===== src/core/svw_params.svh =====
`ifndef SVW_PARAMS_SVH
`define SVW_PARAMS_SVH

// Register byte offsets
`define SVW_REG_PERIOD 8'h00
`define SVW_REG_RSTDLY 8'h04
`define SVW_REG_VIEW 8'h08
`define SVW_REG_IRQ_STAT 8'h0c
`define SVW_REG_IRQ_CLR 8'h10
`define SVW_REG_IRQ_EN 8'h14

// Reset values
`define SVW_PERIOD_RST 16'h0010
`define SVW_RSTDLY_RST 16'h0014
`define SVW_IRQ_EN_RST 3'h0

// Upper period is this multiple of the lower period
`define SVW_UPPER_RATIO 21'h00001f

// Timing: one watchdog tick is 1 ms
`define SVW_CLK_NS 20
`define SVW_TICK_NS 1000000

// Synchronised pins at reset: undervoltage and disable assumed, so no false recovery
`define SVW_PINS_RST 4'hc

// Last tick of the delay timer
`define SVW_DLY_LAST 16'h0001

`endif


===== src/core/svw_pkg.sv =====
`default_nettype none

package svw_pkg;

	typedef enum logic [3:0] {
		ST_UV = 4'b0001,
		ST_PORDLY = 4'b0010,
		ST_WATCH = 4'b0100,
		ST_FAULT = 4'b1000
	} svw_state_type;

	// Synchronised pin levels
	typedef struct packed {
		logic uv;
		logic dis;
		logic timeout_mode;
		logic kick;
	} svw_pins_type;

	// Sticky interrupt events, bit 2 down to bit 0
	typedef struct packed {
		logic wd_fault;
		logic rst_release;
		logic uv_assert;
	} svw_event_type;

	// Live state as software reads it
	typedef struct packed {
		svw_pins_type pins;
		logic fault_n;
		logic rst_n;
		logic armed;
		svw_state_type state;
	} svw_view_type;

endpackage

`default_nettype wire


===== src/core/svw_delay.sv =====
`timescale 1ns/1ns
`default_nettype none
`include "svw_params.svh"

module svw_delay (
	input wire logic clk,
	input wire logic rst_n,
	input wire logic ce,
	input wire logic tick,
	input wire logic start,
	input wire logic stop,
	input wire logic [15:0] len,
	output logic busy,
	output logic done
);
	logic [15:0] cnt_q;

	always_ff @(posedge clk or negedge rst_n) begin
		if (!rst_n) begin
			cnt_q <= '0;
			busy <= 1'b0;
			done <= 1'b0;
		end else if (ce) begin
			done <= 1'b0;
			if (start) begin
				cnt_q <= len;
				busy <= 1'b1;
			end else if (stop) begin
				busy <= 1'b0;
			end else if (busy && tick) begin
				// A length of zero still lasts one tick
				if (cnt_q <= `SVW_DLY_LAST) begin
					busy <= 1'b0;
					done <= 1'b1;
				end else begin
					cnt_q <= cnt_q - `SVW_DLY_LAST;
				end
			end
		end
	end
endmodule

`default_nettype wire


===== src/core/svw_supervisor.sv =====
// Contract
// - System reset is driven low whenever the output monitor reports undervoltage.
// - When the output recovers, the delay timer starts and reset releases when it expires.
// - The reset delay length is its own setting, apart from the watchdog periods.
// - A level input disables the watchdog, and the reset delay timer also times the fault pulse.
// - A dedicated mode input chooses timeout mode or window mode.
// - In timeout mode any kick level change clears the timer, and no change for the upper period faults.
// - In window mode only falling kick edges count as kicks.
// - In window mode a kick interval shorter than lower or longer than upper faults.
// - A fault drives the fault output low and starts the delay timer, held low while it runs.
// - The fault output returns high when the timer expires or when undervoltage resets the system.
// - Upper and lower watchdog periods both derive from one period setting.
// - Mode input low selects window mode, high selects timeout mode.
// - With the disable input high the watchdog is idle and the fault output stays high.
// - During a fault pulse kicks are ignored, and timing restarts once the fault output is high.
//
// Added by the designer: the register addresses and the Wishbone interface to the registers.
`timescale 1ns/1ns
`default_nettype none
`include "svw_params.svh"

module svw_supervisor #(
	parameter int unsigned TICK_CYC = `SVW_TICK_NS / `SVW_CLK_NS
) (
	input wire logic MCLK,
	input wire logic RST_N,
	input wire logic CE,
	input wire logic WB_CYC_I,
	input wire logic WB_STB_I,
	input wire logic WB_WE_I,
	input wire logic [7:0] WB_ADR_I,
	input wire logic [3:0] WB_SEL_I,
	input wire logic [31:0] WB_DAT_I,
	output logic [31:0] WB_DAT_O,
	output logic WB_ACK_O,
	input wire logic VOUT_LOW,
	input wire logic WATCHDOG_KICK_IN,
	input wire logic WATCHDOG_DISABLE_IN,
	input wire logic WATCHDOG_MODE_TIMEOUT,
	output logic SYS_RESET_N,
	output logic WATCHDOG_FAULT_N,
	output logic IRQ
);
	import svw_pkg::*;

	svw_pins_type pins_raw, pins_s;
	svw_state_type state_q;
	svw_event_type irq_stat_q, irq_evt, irq_clr;
	svw_view_type view;
	logic [2:0] irq_en_q;
	logic [31:0] pre_q, dat_q, rd_val;
	logic [15:0] period_q, rstdly_q;
	logic [20:0] wd_lower, wd_upper, wd_cnt_q;
	logic [7:0] adr_w;
	logic tick, kick_q, kick_fall, kick_any, kick_valid, armed_q, wd_trip;
	logic rst_q, fault_q, irq_q, dly_start, dly_stop, dly_busy, dly_done;
	logic wb_req, wb_wr, ack_q;

	// All four pins come from outside the clock domain
	assign pins_raw = '{VOUT_LOW, WATCHDOG_DISABLE_IN, WATCHDOG_MODE_TIMEOUT, WATCHDOG_KICK_IN};

	svw_sync #(.WIDTH($bits(svw_pins_type)), .RST_VAL(`SVW_PINS_RST)) u_sync (
		.clk(MCLK), .rst_n(RST_N), .ce(CE), .din(pins_raw), .dout(pins_s)
	);

	// Millisecond tick that every period counts in
	always_ff @(posedge MCLK or negedge RST_N) begin
		if (!RST_N) begin
			pre_q <= '0;
		end else if (CE) begin
			if (tick) begin
				pre_q <= '0;
			end else begin
				pre_q <= pre_q + 32'h1;
			end
		end
	end

	assign tick = CE && (pre_q == 32'(TICK_CYC - 1));

	always_ff @(posedge MCLK or negedge RST_N) begin
		if (!RST_N) begin
			kick_q <= 1'b0;
		end else if (CE) begin
			kick_q <= pins_s.kick;
		end
	end

	assign kick_fall = kick_q && !pins_s.kick;
	assign kick_any = kick_q ^ pins_s.kick;
	// Low selects window mode, high timeout mode
	assign kick_valid = pins_s.timeout_mode ? kick_any : kick_fall;

	assign wd_lower = 21'(period_q);
	assign wd_upper = 21'(period_q) * `SVW_UPPER_RATIO;

	// The first window kick after a restart only opens the window
	assign wd_trip = !pins_s.dis && ((wd_cnt_q >= wd_upper) ||
		(!pins_s.timeout_mode && kick_fall && armed_q && (wd_cnt_q < wd_lower)));

	// Watchdog interval counter
	always_ff @(posedge MCLK or negedge RST_N) begin
		if (!RST_N) begin
			wd_cnt_q <= '0;
			armed_q <= 1'b0;
		end else if (CE) begin
			if (state_q != ST_WATCH || pins_s.dis || wd_trip) begin
				wd_cnt_q <= '0;
				armed_q <= 1'b0;
			end else if (kick_valid) begin
				wd_cnt_q <= '0;
				armed_q <= 1'b1;
			end else if (tick) begin
				wd_cnt_q <= wd_cnt_q + 21'h1;
			end
		end
	end

	// Shared delay timer: power-on release and fault pulse
	assign dly_start = CE && !pins_s.uv && ((state_q == ST_UV) ||
		(state_q == ST_WATCH && wd_trip));
	assign dly_stop = CE && (pins_s.uv || (state_q == ST_FAULT && pins_s.dis));

	svw_delay u_delay (
		.clk(MCLK), .rst_n(RST_N), .ce(CE), .tick(tick), .start(dly_start), .stop(dly_stop),
		.len(rstdly_q), .busy(dly_busy), .done(dly_done)
	);

	// Supervisor state and both outputs
	always_ff @(posedge MCLK or negedge RST_N) begin
		if (!RST_N) begin
			state_q <= ST_UV;
			rst_q <= 1'b0;
			fault_q <= 1'b1;
		end else if (CE) begin
			case (state_q)
				ST_UV: begin
					rst_q <= 1'b0;
					fault_q <= 1'b1;
					if (!pins_s.uv) begin
						state_q <= ST_PORDLY;
					end
				end
				ST_PORDLY: begin
					if (pins_s.uv) begin
						state_q <= ST_UV;
					end else if (dly_done) begin
						state_q <= ST_WATCH;
						rst_q <= 1'b1;
					end
				end
				ST_WATCH: begin
					if (pins_s.uv) begin
						state_q <= ST_UV;
						rst_q <= 1'b0;
					end else if (wd_trip) begin
						state_q <= ST_FAULT;
						fault_q <= 1'b0;
					end
				end
				ST_FAULT: begin
					if (pins_s.uv) begin
						state_q <= ST_UV;
						rst_q <= 1'b0;
						fault_q <= 1'b1;
					end else if (dly_done || pins_s.dis) begin
						state_q <= ST_WATCH;
						fault_q <= 1'b1;
					end
				end
				default: begin
					state_q <= ST_UV;
					rst_q <= 1'b0;
					fault_q <= 1'b1;
				end
			endcase
		end
	end

	assign SYS_RESET_N = rst_q;
	assign WATCHDOG_FAULT_N = fault_q;

	// Interrupt events: watchdog fault, reset release, undervoltage
	assign irq_evt = '{dly_start && state_q == ST_WATCH,
		CE && state_q == ST_PORDLY && !pins_s.uv && dly_done,
		CE && pins_s.uv && state_q != ST_UV};

	assign wb_req = WB_CYC_I && WB_STB_I;
	// Writes land on the edge where the master sees ack
	assign wb_wr = CE && wb_req && ack_q && WB_WE_I;
	assign adr_w = {WB_ADR_I[7:2], 2'b00};
	assign irq_clr = (wb_wr && adr_w == `SVW_REG_IRQ_CLR && WB_SEL_I[0]) ?
		svw_event_type'(WB_DAT_I[2:0]) : svw_event_type'(3'h0);

	// A new event beats a clear in the same cycle
	always_ff @(posedge MCLK or negedge RST_N) begin
		if (!RST_N) begin
			irq_stat_q <= '0;
			irq_q <= 1'b0;
		end else if (CE) begin
			irq_stat_q <= (irq_stat_q & ~irq_clr) | irq_evt;
			irq_q <= |(irq_stat_q & irq_en_q);
		end
	end

	assign IRQ = irq_q;

	// Software settings; reset delay and watchdog period are independent
	always_ff @(posedge MCLK or negedge RST_N) begin
		if (!RST_N) begin
			period_q <= `SVW_PERIOD_RST;
			rstdly_q <= `SVW_RSTDLY_RST;
			irq_en_q <= `SVW_IRQ_EN_RST;
		end else if (wb_wr) begin
			if (adr_w == `SVW_REG_PERIOD) begin
				if (WB_SEL_I[0]) begin
					period_q[7:0] <= WB_DAT_I[7:0];
				end
				if (WB_SEL_I[1]) begin
					period_q[15:8] <= WB_DAT_I[15:8];
				end
			end else if (adr_w == `SVW_REG_RSTDLY) begin
				if (WB_SEL_I[0]) begin
					rstdly_q[7:0] <= WB_DAT_I[7:0];
				end
				if (WB_SEL_I[1]) begin
					rstdly_q[15:8] <= WB_DAT_I[15:8];
				end
			end else if (adr_w == `SVW_REG_IRQ_EN) begin
				if (WB_SEL_I[0]) begin
					irq_en_q <= WB_DAT_I[2:0];
				end
			end
		end
	end

	assign view = '{pins_s, fault_q, rst_q, armed_q, state_q};

	always_comb begin
		if (adr_w == `SVW_REG_PERIOD) begin
			rd_val = 32'(period_q);
		end else if (adr_w == `SVW_REG_RSTDLY) begin
			rd_val = 32'(rstdly_q);
		end else if (adr_w == `SVW_REG_VIEW) begin
			rd_val = 32'(view);
		end else if (adr_w == `SVW_REG_IRQ_STAT) begin
			rd_val = 32'(irq_stat_q);
		end else if (adr_w == `SVW_REG_IRQ_EN) begin
			rd_val = 32'(irq_en_q);
		end else begin
			rd_val = '0;
		end
	end

	// One wait state; unmapped addresses still answer, reading zero
	always_ff @(posedge MCLK or negedge RST_N) begin
		if (!RST_N) begin
			ack_q <= 1'b0;
			dat_q <= '0;
		end else if (CE) begin
			ack_q <= wb_req && !ack_q;
			if (wb_req && !ack_q) begin
				dat_q <= rd_val;
			end
		end
	end

	assign WB_ACK_O = ack_q;
	assign WB_DAT_O = dat_q;
endmodule

`default_nettype wire


===== src/core/svw_sync.sv =====
`timescale 1ns/1ns
`default_nettype none

module svw_sync #(
	parameter int WIDTH = 4,
	// Safe level of each pin, so that no false change follows reset
	parameter logic [WIDTH-1:0] RST_VAL = '0
) (
	input wire logic clk,
	input wire logic rst_n,
	input wire logic ce,
	input wire logic [WIDTH-1:0] din,
	output logic [WIDTH-1:0] dout
);
	logic [WIDTH-1:0] s1_q;
	logic [WIDTH-1:0] s2_q;
	logic [WIDTH-1:0] s3_q;

	always_ff @(posedge clk or negedge rst_n) begin
		if (!rst_n) begin
			s1_q <= RST_VAL;
			s2_q <= RST_VAL;
			s3_q <= RST_VAL;
			dout <= RST_VAL;
		end else if (ce) begin
			s1_q <= din;
			s2_q <= s1_q;
			s3_q <= s2_q;
			// A bit follows only once two stages agree, so a single glitch never passes
			dout <= (s3_q & ~(s2_q ^ s3_q)) | (dout & (s2_q ^ s3_q));
		end
	end
endmodule

`default_nettype wire


===== config.mk =====
export PLATFORM = sky130hd
export DESIGN_NAME = svw_supervisor
export DESIGN_NICKNAME = d
export VERILOG_FILES = /design/src/core/svw_pkg.sv /design/src/core/svw_delay.sv /design/src/core/svw_supervisor.sv /design/src/core/svw_sync.sv
export VERILOG_INCLUDE_DIRS = /design/src /design/src/core
export SDC_FILE = /design/constraint.sdc
export NUM_CORES = 1
export LEC_CHECK = 0
export ABC_AREA = 1
export ABC_CLOCK_PERIOD_IN_PS = 7400
export BUFFER_PORTS_ARGS = -buffer_cell sky130_fd_sc_hd__buf_2
export CAP_MARGIN = 20
export CORE_UTILIZATION = 30
export CTS_CLUSTER_DIAMETER = 40
export DETAILED_ROUTE_END_ITERATION = 16
export GPL_ROUTABILITY_DRIVEN = 0
export GPL_TIMING_DRIVEN = 1
export PLACE_DENSITY = 0.52
export SYNTH_ARGS = -nofsm -noshare
export SYNTH_HDL_FRONTEND = slang
export SYNTH_HIERARCHICAL = 1
export SYNTH_SLANG_ARGS = --single-unit

===== constraint.sdc =====
create_clock -name MCLK -period 7.4 [get_ports MCLK]
set_input_delay 1.48 -clock MCLK [delete_from_list [all_inputs] [get_ports MCLK]]
set_output_delay 1.48 -clock MCLK [all_outputs]
set_load 0.005 [all_outputs]

==> Yosys cells after proc, flatten, opt, wreduce, memory -nomap -nowiden <==
Index checks and enable logic that the tools add are counted.
W data, S select, Z words.
{ "totals": {"register_bits": 167, "input_bits": 54, "output_inout_bits": 36, "wordCells": 167} }
{ "op_classes": {"add_sub_neg": 3, "multipliers": 1, "n_lt_le_gt_ge": 3, "eq_ne": 23, "n_mux": 42, "bitwise_logic": 13, "n_reduce_logical": 57} }
{ "op_table": {"columns": ["operator", "count"], "rows": [
  ["$mux W16", 6],
  ["$mux W21", 3],
  ["$add A32 B1 Y32 const B", 1],
  ["$eq A32 B16 Y1 const B", 1],
  ["$mux W32", 1],
  ["$mux W4", 7],
  ["$logic_and A1 B1 Y1", 25],
  ["$add A21 B1 Y21 const B", 1],
  ["$ge A21 B21 Y1", 1],
  ["$lt A21 B16 Y1", 1],
  ["$mul A16 B5 Y21 const B", 1],
  ["$mux W1", 18],
  ["$le A16 B1 Y1 const B", 1],
  ["$pmux W4 S4", 1],
  ["$reduce_and A4 Y1", 4],
  ["$sub A16 B1 Y16 const B", 1],
  ["$reduce_and A5 Y1", 3],
  ["$eq A6 B2 Y1 const B", 2],
  ["$eq A6 B3 Y1 const B", 2],
  ["$ne A2 B2 Y1 const B", 6],
  ["$mux W11", 1],
  ["$mux W3", 3],
  ["$reduce_and A3 Y1", 3],
  ["$reduce_bool A3 Y1", 3],
  ["28 further kinds", 46]
]} }

==> Longest topological paths before layout <==
Gate-level depths: netlist of run 1.
{ "depth": {"ltp_word": 12, "mapped_depth": 35, "depth_no_buf": 33} }

==> Modules after synthesis <==
The synthesis of run 1 kept the hierarchy.
{ "by_module_without_submodules": {"columns": ["mod", "instances", "cells_each", "area_each_um2", "seq_area_each_um2"], "rows": [
  ["svw_supervisor", 1, 1233, 9374.0, 2934.1],
  ["svw_delay", 1, 214, 1398.8, 450.4],
  ["svw_sync", 1, 79, 704.4, 410.4]
]} }

==> Least setup slack after synthesis of run 1 <==
Ideal clock, no wire load.
{ "synth_path": {"kind": "reg-to-reg", "startpoint": "register period_q[4]", "endpoint": "register u_delay.cnt_q[10]", "setup_time_ns": 0.117, "t_arrival_ns": 5.219, "t_required_ns": 7.283, "setup_slack_ns": 2.064, "stages_incl_launch_ff": 32, "n_path_buf": 1, "period_less_slack_ns": 5.336, "cell_sequence": "dfstp_2 -> inv_1 -> fa_1 -> inv_1 -> fa_1 -> inv_1 -> fa_1 -> inv_1 -> ha_1 -> a21oi_1 -> nand2_1 -> a21oi_1 -> o21ai_0 -> nand3_1 -> nand2_1 -> xor2_1 -> ha_1 -> nand2_1 -> nor2_1 -> nand2_1 -> nor2_1 -> nand2_1 -> nand2_1 -> nor2_1 -> nand3_1 -> nand2_1 -> o21ai_1 -> buf_2 -> clkinv_1 -> or2_2 -> nand3_2 -> nand2_1"} }
{ "synth_via": {"elab_chain_cells": 9, "word_cells_on_any_way": 14, "cone_classes": "1 x mul; 2 x order compare; 2 x eq/ne; 1 x mux; 8 x reduce/logical"} }
{ "synth_rtl": {"columns": ["item", "line_no", "rtl"], "rows": [
  ["start, declared", "svw_supervisor.sv:52", "logic [15:0] period_q, rstdly_q;"],
  ["start signal, assigned", "svw_supervisor.sv:211", "period_q <= `SVW_PERIOD_RST;"],
  ["start signal, assigned", "svw_supervisor.sv:217", "period_q[7:0] <= WB_DAT_I[7:0];"],
  ["$mul A16 B5 Y21 (no source line) or $lt A21 B16 Y1 (tied branches)", null, null],
  ["$ge A21 B21 Y1 or $logic_and A1 B1 Y1 (tied branches)", "svw_supervisor.sv:98, svw_supervisor.sv:99", null],
  ["$logic_or A1 B1 Y1 (*)", "svw_supervisor.sv:98", "assign wd_trip = !pins_s.dis && ((wd_cnt_q >= wd_upper) ||"],
  ["$logic_and A1 B1 Y1 (*)", "svw_supervisor.sv:98", null],
  ["$logic_and A1 B1 Y1 (*)", "svw_supervisor.sv:121", "(state_q == ST_WATCH && wd_trip));"],
  ["$logic_or A1 B1 Y1 (*)", "svw_supervisor.sv:120", "assign dly_start = CE && !pins_s.uv && ((state_q == ST_UV) ||"],
  ["$logic_and A1 B1 Y1 (*)", "svw_supervisor.sv:120", null],
  ["named net dly_start", "svw_supervisor.sv:56", "logic rst_q, fault_q, irq_q, dly_start, dly_stop, dly_busy, dly_done;"],
  ["$ne A2 B2 Y1 (no source line) or $reduce_bool A2 Y1 (tied branches)", null, null],
  ["$reduce_and A4 Y1 (no source line)", null, null],
  ["end signal, assigned", "svw_delay.sv:26", "cnt_q <= len;"],
  ["end signal, assigned", "svw_delay.sv:36", "cnt_q <= cnt_q - `SVW_DLY_LAST;"],
  ["end, declared", "svw_delay.sv:16", "logic [15:0] cnt_q;"]
]} }
Mark *: on every way through the listed nets, which the timed path passes. The rest lies on a longest branch.
A chain may end at the register's enable or synchronous reset.

==> Worst setup path in the final report of run 1 <==
{ "layout_path": {"startpoint": "register period_q[3]", "endpoint": "register u_delay.cnt_q[14]"} }
The elaborated chain is that of the path after synthesis.

==> results.md, run 1 <==
* Max Slew Vio Count at 0
* Synth area leaders: dfrtp_1 (30%), nand2_1 (14%), inv_1 (7.7%), ha_1 (7.5%), fa_1 (7.2%)
* Fmax at 148 MHz
* WHS at 0.477 ns
* Post-layout minimum cycle time at 6.74 ns
* Ys flop type: dfrtp_1
* Yosys cell types at 52
* Routed Antenna Nets at 0
* Max incr delay on CP at 0.58 ns
* Crit end category: flip-flop
* Die area at 0.0390 mm2
* Final hold viol count at 0
* Power per Cell Area at 198 mW/mm2
* Static Leak at 6.58 nW
* Arrival @ worst endpoint at 7.07 ns
* Post-synth EDFFs at 0
* Largest net degree at the start of global routing at 106
* Max-Cap Viols at 0
* Count leader, synth: nand2_1
* Initial drt markers at 600
* Clock Root Buffer: clkbuf_16
* WL final at 29.8 mm
* Routing usage on met1 at 0.213
* Setup_tns at 0 ns
* Placed cells at 2,068
* PortBufs at 53
* Worst vdd ir at 0.000194 V
* Clock-pin transition on the worst setup and hold timing paths at 0.07 ns
* Total track usage at 0.162
* Vias per cell at 4.67
* Congestion Overflow GR at 0
* Starting Density at 0.305
* Sequential-to-total area share from yosys stat at 0.331
* WL/cell at 14.2 um
* Num ports at 90
* Cell repeated most along the worst path: nand2_1
* Dpl hpwl at 22.6 mm
* M3 GR Usage at 0.0215
* P_int at 1.64 mW
* Clk_skew at 0.0140 ns
* Final setup viols at 0
* Warnings from Yosys at 6
* Clk pwr share at 0.342
* Total power at 2.54 mW
* Num rows at 71
* Register Area at 0.00379 mm2
* Worst-Margin Slew at 0.769 ns
* CTS tree: built
* Post-Synthesis Cells at 1,526
* Cell taking the most area after synthesis: dfrtp_1
* Postcts setup bufs at 0
* Clock tree buffer depth at 2
* RSZ-0062 raised after global routing: false
* Fin cells at 2,101
* Syn_area_per_cell at 7.52 um2
* Detailed Routing Iterations Pass 1 at 6
* Top cell type's share of synthesized area at 0.301
* Combinational share of power at 0.245
* Number of global-route vias before repair at 9,865
* Share of post-route cells with drive strength above 1 at 0.106
* Synth top cells by count: nand2_1 (422), inv_1 (235), dfrtp_1 (138)
* Grt peak-use layer: met2
* Die Span Y at 198 um
* Crit share post-route at 0.911
* Slowest cell on the critical path: clkinv_1
* Async SR Flop Fraction at 1.00
* Die width at 198 um
* M2 GR Usage at 0.275
* Slew HR at 0.486
* Critical path fanouts, max at 19
* Crit start category: flip-flop
* Sw Ratio at 0.355
* Post-synthesis register bit count at 151
* Core area at 0.0377 mm2
* Fillers at 4,038
* Final core utilization at 0.340
* Worst EP required at 7.72 ns
* # DRC at 0
* CTS buffer count at 17
* CTS Hold Bufs at 0
* Reg power frac at 0.413
* Setup CP Type: flip-flop to flip-flop
* Multi-input gate area at 0.00653 mm2
* Worst skew pair latency at 0.44 ns
* Antenna fix cells at 0
* First-pass GRT wire length at 49.9 mm
* Final #Nets at 1,741
* Via count at 9,820
* Synth-to-Final Area Change at 11.5%
* H-Tree Depth at 4
* PostCTS Resize Cnt at 0
* Switching power at 0.903 mW
* Status: finished clean
* Clock sink count at 151
* Hold crit path type: flip-flop to flip-flop
* Initial antenna violation count at 0
* Mapped Area at 0.0115 mm2
==> state kept, by name, indices dropped and copies added, names as in the netlist, 3 cells and up, named ones only <==
register,count
u_sync/s2_q,4
rstdly_q,16
wd_cnt_q,21
irq_en_q,3
period_q,16
state_q,4
u_sync/s3_q,4
u_delay/cnt_q,16
pre_q,32
irq_stat_q,3
WB_DAT_O,16
u_sync/s1_q,4
==> power groups by stage <==
stage	Combinational, mW	Sequential [mW]	Clock, mW
after global placement	0.613	1.06	0
after floorplan	0.474	1.03	0
after global routing	0.721	1.07	0.925
after detailed placement	0.619	1.06	0
final	0.621	1.05	0.870
after CTS	0.623	1.05	0.893
==> path summary, 6_finish.rpt <==
kind	endpoint	depth (start not counted)	slack, ns	start
worst max-delay path	u_delay/cnt_q[14]	30	0.66	period_q[3]
max in group asynchronous	kick_q	3	5.24	RST_N
worst max register to register	u_delay/cnt_q[14]	30	0.66	period_q[3]
worst min register to register	u_delay/busy	2	0.48	u_delay/busy
min in group asynchronous	u_sync/s3_q[0]	1	0.84	RST_N
worst min-delay path	u_delay/busy	2	0.48	u_delay/busy
==> logic make-up (layout without fill, tap and decap cells) <==
| group | after synthesis | in the layout | synth area share |
|---|---|---|---|
| compound gates | 174 | 174 | 0.0867 |
| xor+xnor | 50 | 50 | 0.0382 |
| fa+ha+maj | 110 | 110 | 0.147 |
| buf+inv | 287 | 336 | 0.105 |
| flops | 151 | 151 | 0.331 |
| mux | 3 | 3 | 0.00294 |
| other cells | 1 | 16 | 0.000327 |
| simple gates | 750 | 750 | 0.289 |
==> stage by stage <==
stage / setup slack, ns / instance area, um2
after global routing: 0.0985 / 12800
after CTS: 0.658 / 12800
after detailed placement: 0.684 / 12200
after floorplan: 2.06 / 11500
after global placement: 0.648 / 12200
final: 0.657 / 12800
==> cell type report <==
cell class | instances | share of cell area
timing repair buffer | 63 | 0.0286
multi-input combinational | 1103 | 0.510
inverter | 241 | 0.0707
tap | 511 | 0.0500
sequential | 151 | 0.297
clock buffer | 22 | 0.0363
clock inverter | 10 | 0.00763
==> routing by layer <==
layer	wire length, um	up-vias
met5	0	-
met4	485	0
met3	880	34
met2	14400	164
met1	14100	4688
li1	-	4934
==> critical path: cells and delay by family, from the launching register on <==
kind | cells | cell delay [ns]
buffers and inverters | 5 | 0.90
adder cells (fa/ha/maj) | 5 | 2.14
XOR/XNOR | 1 | 0.14
AND/OR/NAND/NOR | 14 | 1.71
flip-flops | 1 | 0.50
AO/OA/AOI/OAI | 5 | 1.20
==> cells in the final DEF, fill, tap and decap left out, drive strengths merged, types with 41 or more instances in the layout <==
master,count
dfrtp,138
nor2,134
nand3,103
ha,69
buf,63
a21oi,43
nand2,430
o21ai,95
inv,239
fa,41
Note: power is estimated with default switching activity, not from simulation.
==> run 2: changes to the inputs <==
--- a/config.mk
+++ b/config.mk
@@ -11,4 +11,5 @@
 export BUFFER_PORTS_ARGS = -buffer_cell sky130_fd_sc_hd__buf_2
 export CAP_MARGIN = 20
+export CORE_MARGIN = 5
 export CORE_UTILIZATION = 30
 export CTS_CLUSTER_DIAMETER = 40
==> constraint.sdc (replaced) <==
create_clock -name MCLK -period 7.4 [get_ports MCLK]
set_input_delay 0 -clock MCLK [delete_from_list [all_inputs] [get_ports MCLK]]
set_output_delay 0 -clock MCLK [all_outputs]
set_load 0.005 [all_outputs]
==> run 2 against run 1 <==
Compared with the run above: critical path depth grew 2; non-clock buffer count grew 21; hold slack got worse by 0.43 ns; sequential share of layout area down 0.45 points; critical path type unchanged; highest routed layer unchanged.
==> results.md, run 2 (synthesis gave the netlist of run 1 again) <==
* Max-Cap Viols at 0
* Fin cells at 2,122
* Status: finished clean
* Die area at 0.0423 mm2
* Clock Root Buffer: clkbuf_16
* Core area at 0.0378 mm2
* Cell repeated most along the worst path: nand2_1
* Hold crit path type: input port to flip-flop
* Num rows at 71
* Share of post-route cells with drive strength above 1 at 0.102
* Initial antenna violation count at 0
* Detailed Routing Iterations Pass 1 at 5
* Max incr delay on CP at 0.60 ns
* Crit start category: flip-flop
* Max Slew Vio Count at 0
* Vias per cell at 4.62
* Synth-to-Final Area Change at 13.2%
* Die width at 206 um
* Hold depth at 4
* Initial drt markers at 519
* CTS buffer count at 17
* Final setup viols at 0
* H-Tree Depth at 4
* Dpl hpwl at 22.6 mm
* Most common cell after layout, fill and taps aside: nand2_1
* Setup_tns at 0 ns
* Reg2Reg Capture Point: u_delay/cnt_q[9]
* Routed Antenna Nets at 0
* Clock tree buffer depth at 2
* Slowest cell on the critical path: o21ai_1
* Postcts setup bufs at 0
* Hold worst-path end: irq_en_q[0]
* PortBufs at 53
* Placed Area at 0.0122 mm2
* CTS tree: built
* Worst EP required at 7.72 ns
* Worst-Margin Slew at 0.933 ns
* Critical path fanouts, max at 22
* Final #Nets at 1,762
* Congestion Overflow GR at 0
* Slew HR at 0.378
* WL/cell at 14.0 um
* Clock sink count at 151
* Clock-pin transition on the worst setup and hold timing paths at 0.07 ns
* Hold path start: WB_ADR_I[6]
* Worst skew pair latency at 0.44 ns
* Register Area at 0.00379 mm2
* Placed cells at 2,066
* Multi-input gate area at 0.00653 mm2
* Num ports at 90
* Crit share post-route at 0.884
* Arrival @ worst endpoint at 6.87 ns
* Fillers at 4,058
* Commonest non-fill, non-tap cells in the layout: nand2_1 (422), inv_1 (235), dfrtp_1 (138), nor2_1 (115), nand3_1 (95)
* R2R setup slack at 0.85 ns
* Setup CP Type: flip-flop to flip-flop
* Post-layout minimum cycle time at 6.55 ns
* Largest net degree at the start of global routing at 82
* Die Span Y at 206 um
* CTS Hold Bufs at 24
* # DRC at 0
* Starting Density at 0.304
* Clk_skew at 0.0174 ns
* Reg2reg path depth at 32
* PostCTS Resize Cnt at 0
* Most flops, register: pre_q
* Worst vdd ir at 0.000140 V
* Final hold viol count at 0
* Crit end category: flip-flop
* Top Registers: pre_q: 32 flops, wd_cnt_q: 21 flops
* First-pass GRT wire length at 49.9 mm
* RSZ-0062 raised after global routing: false
* Antenna fix cells at 0
* Fin area at 0.0130 mm2
* WL final at 29.7 mm
* Power per Cell Area at 195 mW/mm2
* Via count at 9,810
* RR Startpoint: period_q[3]
* Fmax at 153 MHz
* Static Leak at 6.66 nW
* Total track usage at 0.145
* Max reg flops at 32
* Number of global-route vias before repair at 9,634
[run 2: cell types whose count changed in the layout (fill, tap and decap cells not counted)]
cell and change:
dlygate4sd3_1 +24, buf_4 -2, buf_16 -1, inv_6 +1
clkinv_4 -1
[run 2: through the flow]
stage / setup WS [ns] / hold WS, ns / utilization / power (mW)
2_1_floorplan: 2.06 / -0.296 / - / 1.50
3_3_place_gp: 0.899 / 0.103 / 0.323 / 1.67
3_5_place_dp: 0.863 / 0.0903 / 0.323 / 1.68
4_1_cts: 0.841 / 0.0292 / 0.344 / 2.56
5_1_grt: 0.318 / 0.0924 / 0.344 / 2.71
6_report: 0.855 / 0.0424 / 0.344 / 2.53
[run 2: area by class of cell]
type | instances | area share
Clock buffer | 22 | 0.0357
Tap cell | 511 | 0.0492
Multi-Input combinational cell | 1103 | 0.503
Inverter | 241 | 0.0696
Sequential cell | 151 | 0.292
Timing Repair Buffer | 84 | 0.0434
Clock inverter | 10 | 0.00751
[run 2: critical path, delay by kind of cell (launching register included)]
family	cells	cell delay (ns)
and+or+nand+nor	14	1.52
adders and majority gates	5	2.13
xor gates and xnor gates	1	0.15
DFF	1	0.51
buffers and inverters	7	0.70
AOI/OAI and AO/OA	5	1.39
[run 2: per-layer routing]
| metal | wire [um] | GRT usage | share of wire |
|---|---|---|---|
| met2 | 14200 | 0.243 | 0.48 |
| met4 | 224 | 0.0273 | 0.0075 |
| met5 | 0 | 0 | 0 |
| met1 | 14300 | 0.203 | 0.48 |
| met3 | 892 | 0.0189 | 0.030 |
[run 2: worst max-delay path by stage]
stage                             end  slack (ns)         from
CTS                  u_delay/cnt_q[9]        0.84  period_q[3]
global route         u_delay/cnt_q[9]        0.32  period_q[3]
detailed placement   u_delay/cnt_q[9]        0.86  period_q[3]
floorplan           u_delay/cnt_q[10]        2.06  period_q[4]
finish               u_delay/cnt_q[9]        0.85  period_q[3]
global placement     u_delay/cnt_q[9]        0.90  period_q[3]
[run 2: power breakdown]
part | internal [mW] | switching [mW]
Clock | 0.483 | 0.376
Sequential | 0.939 | 0.107
Combinational | 0.222 | 0.406
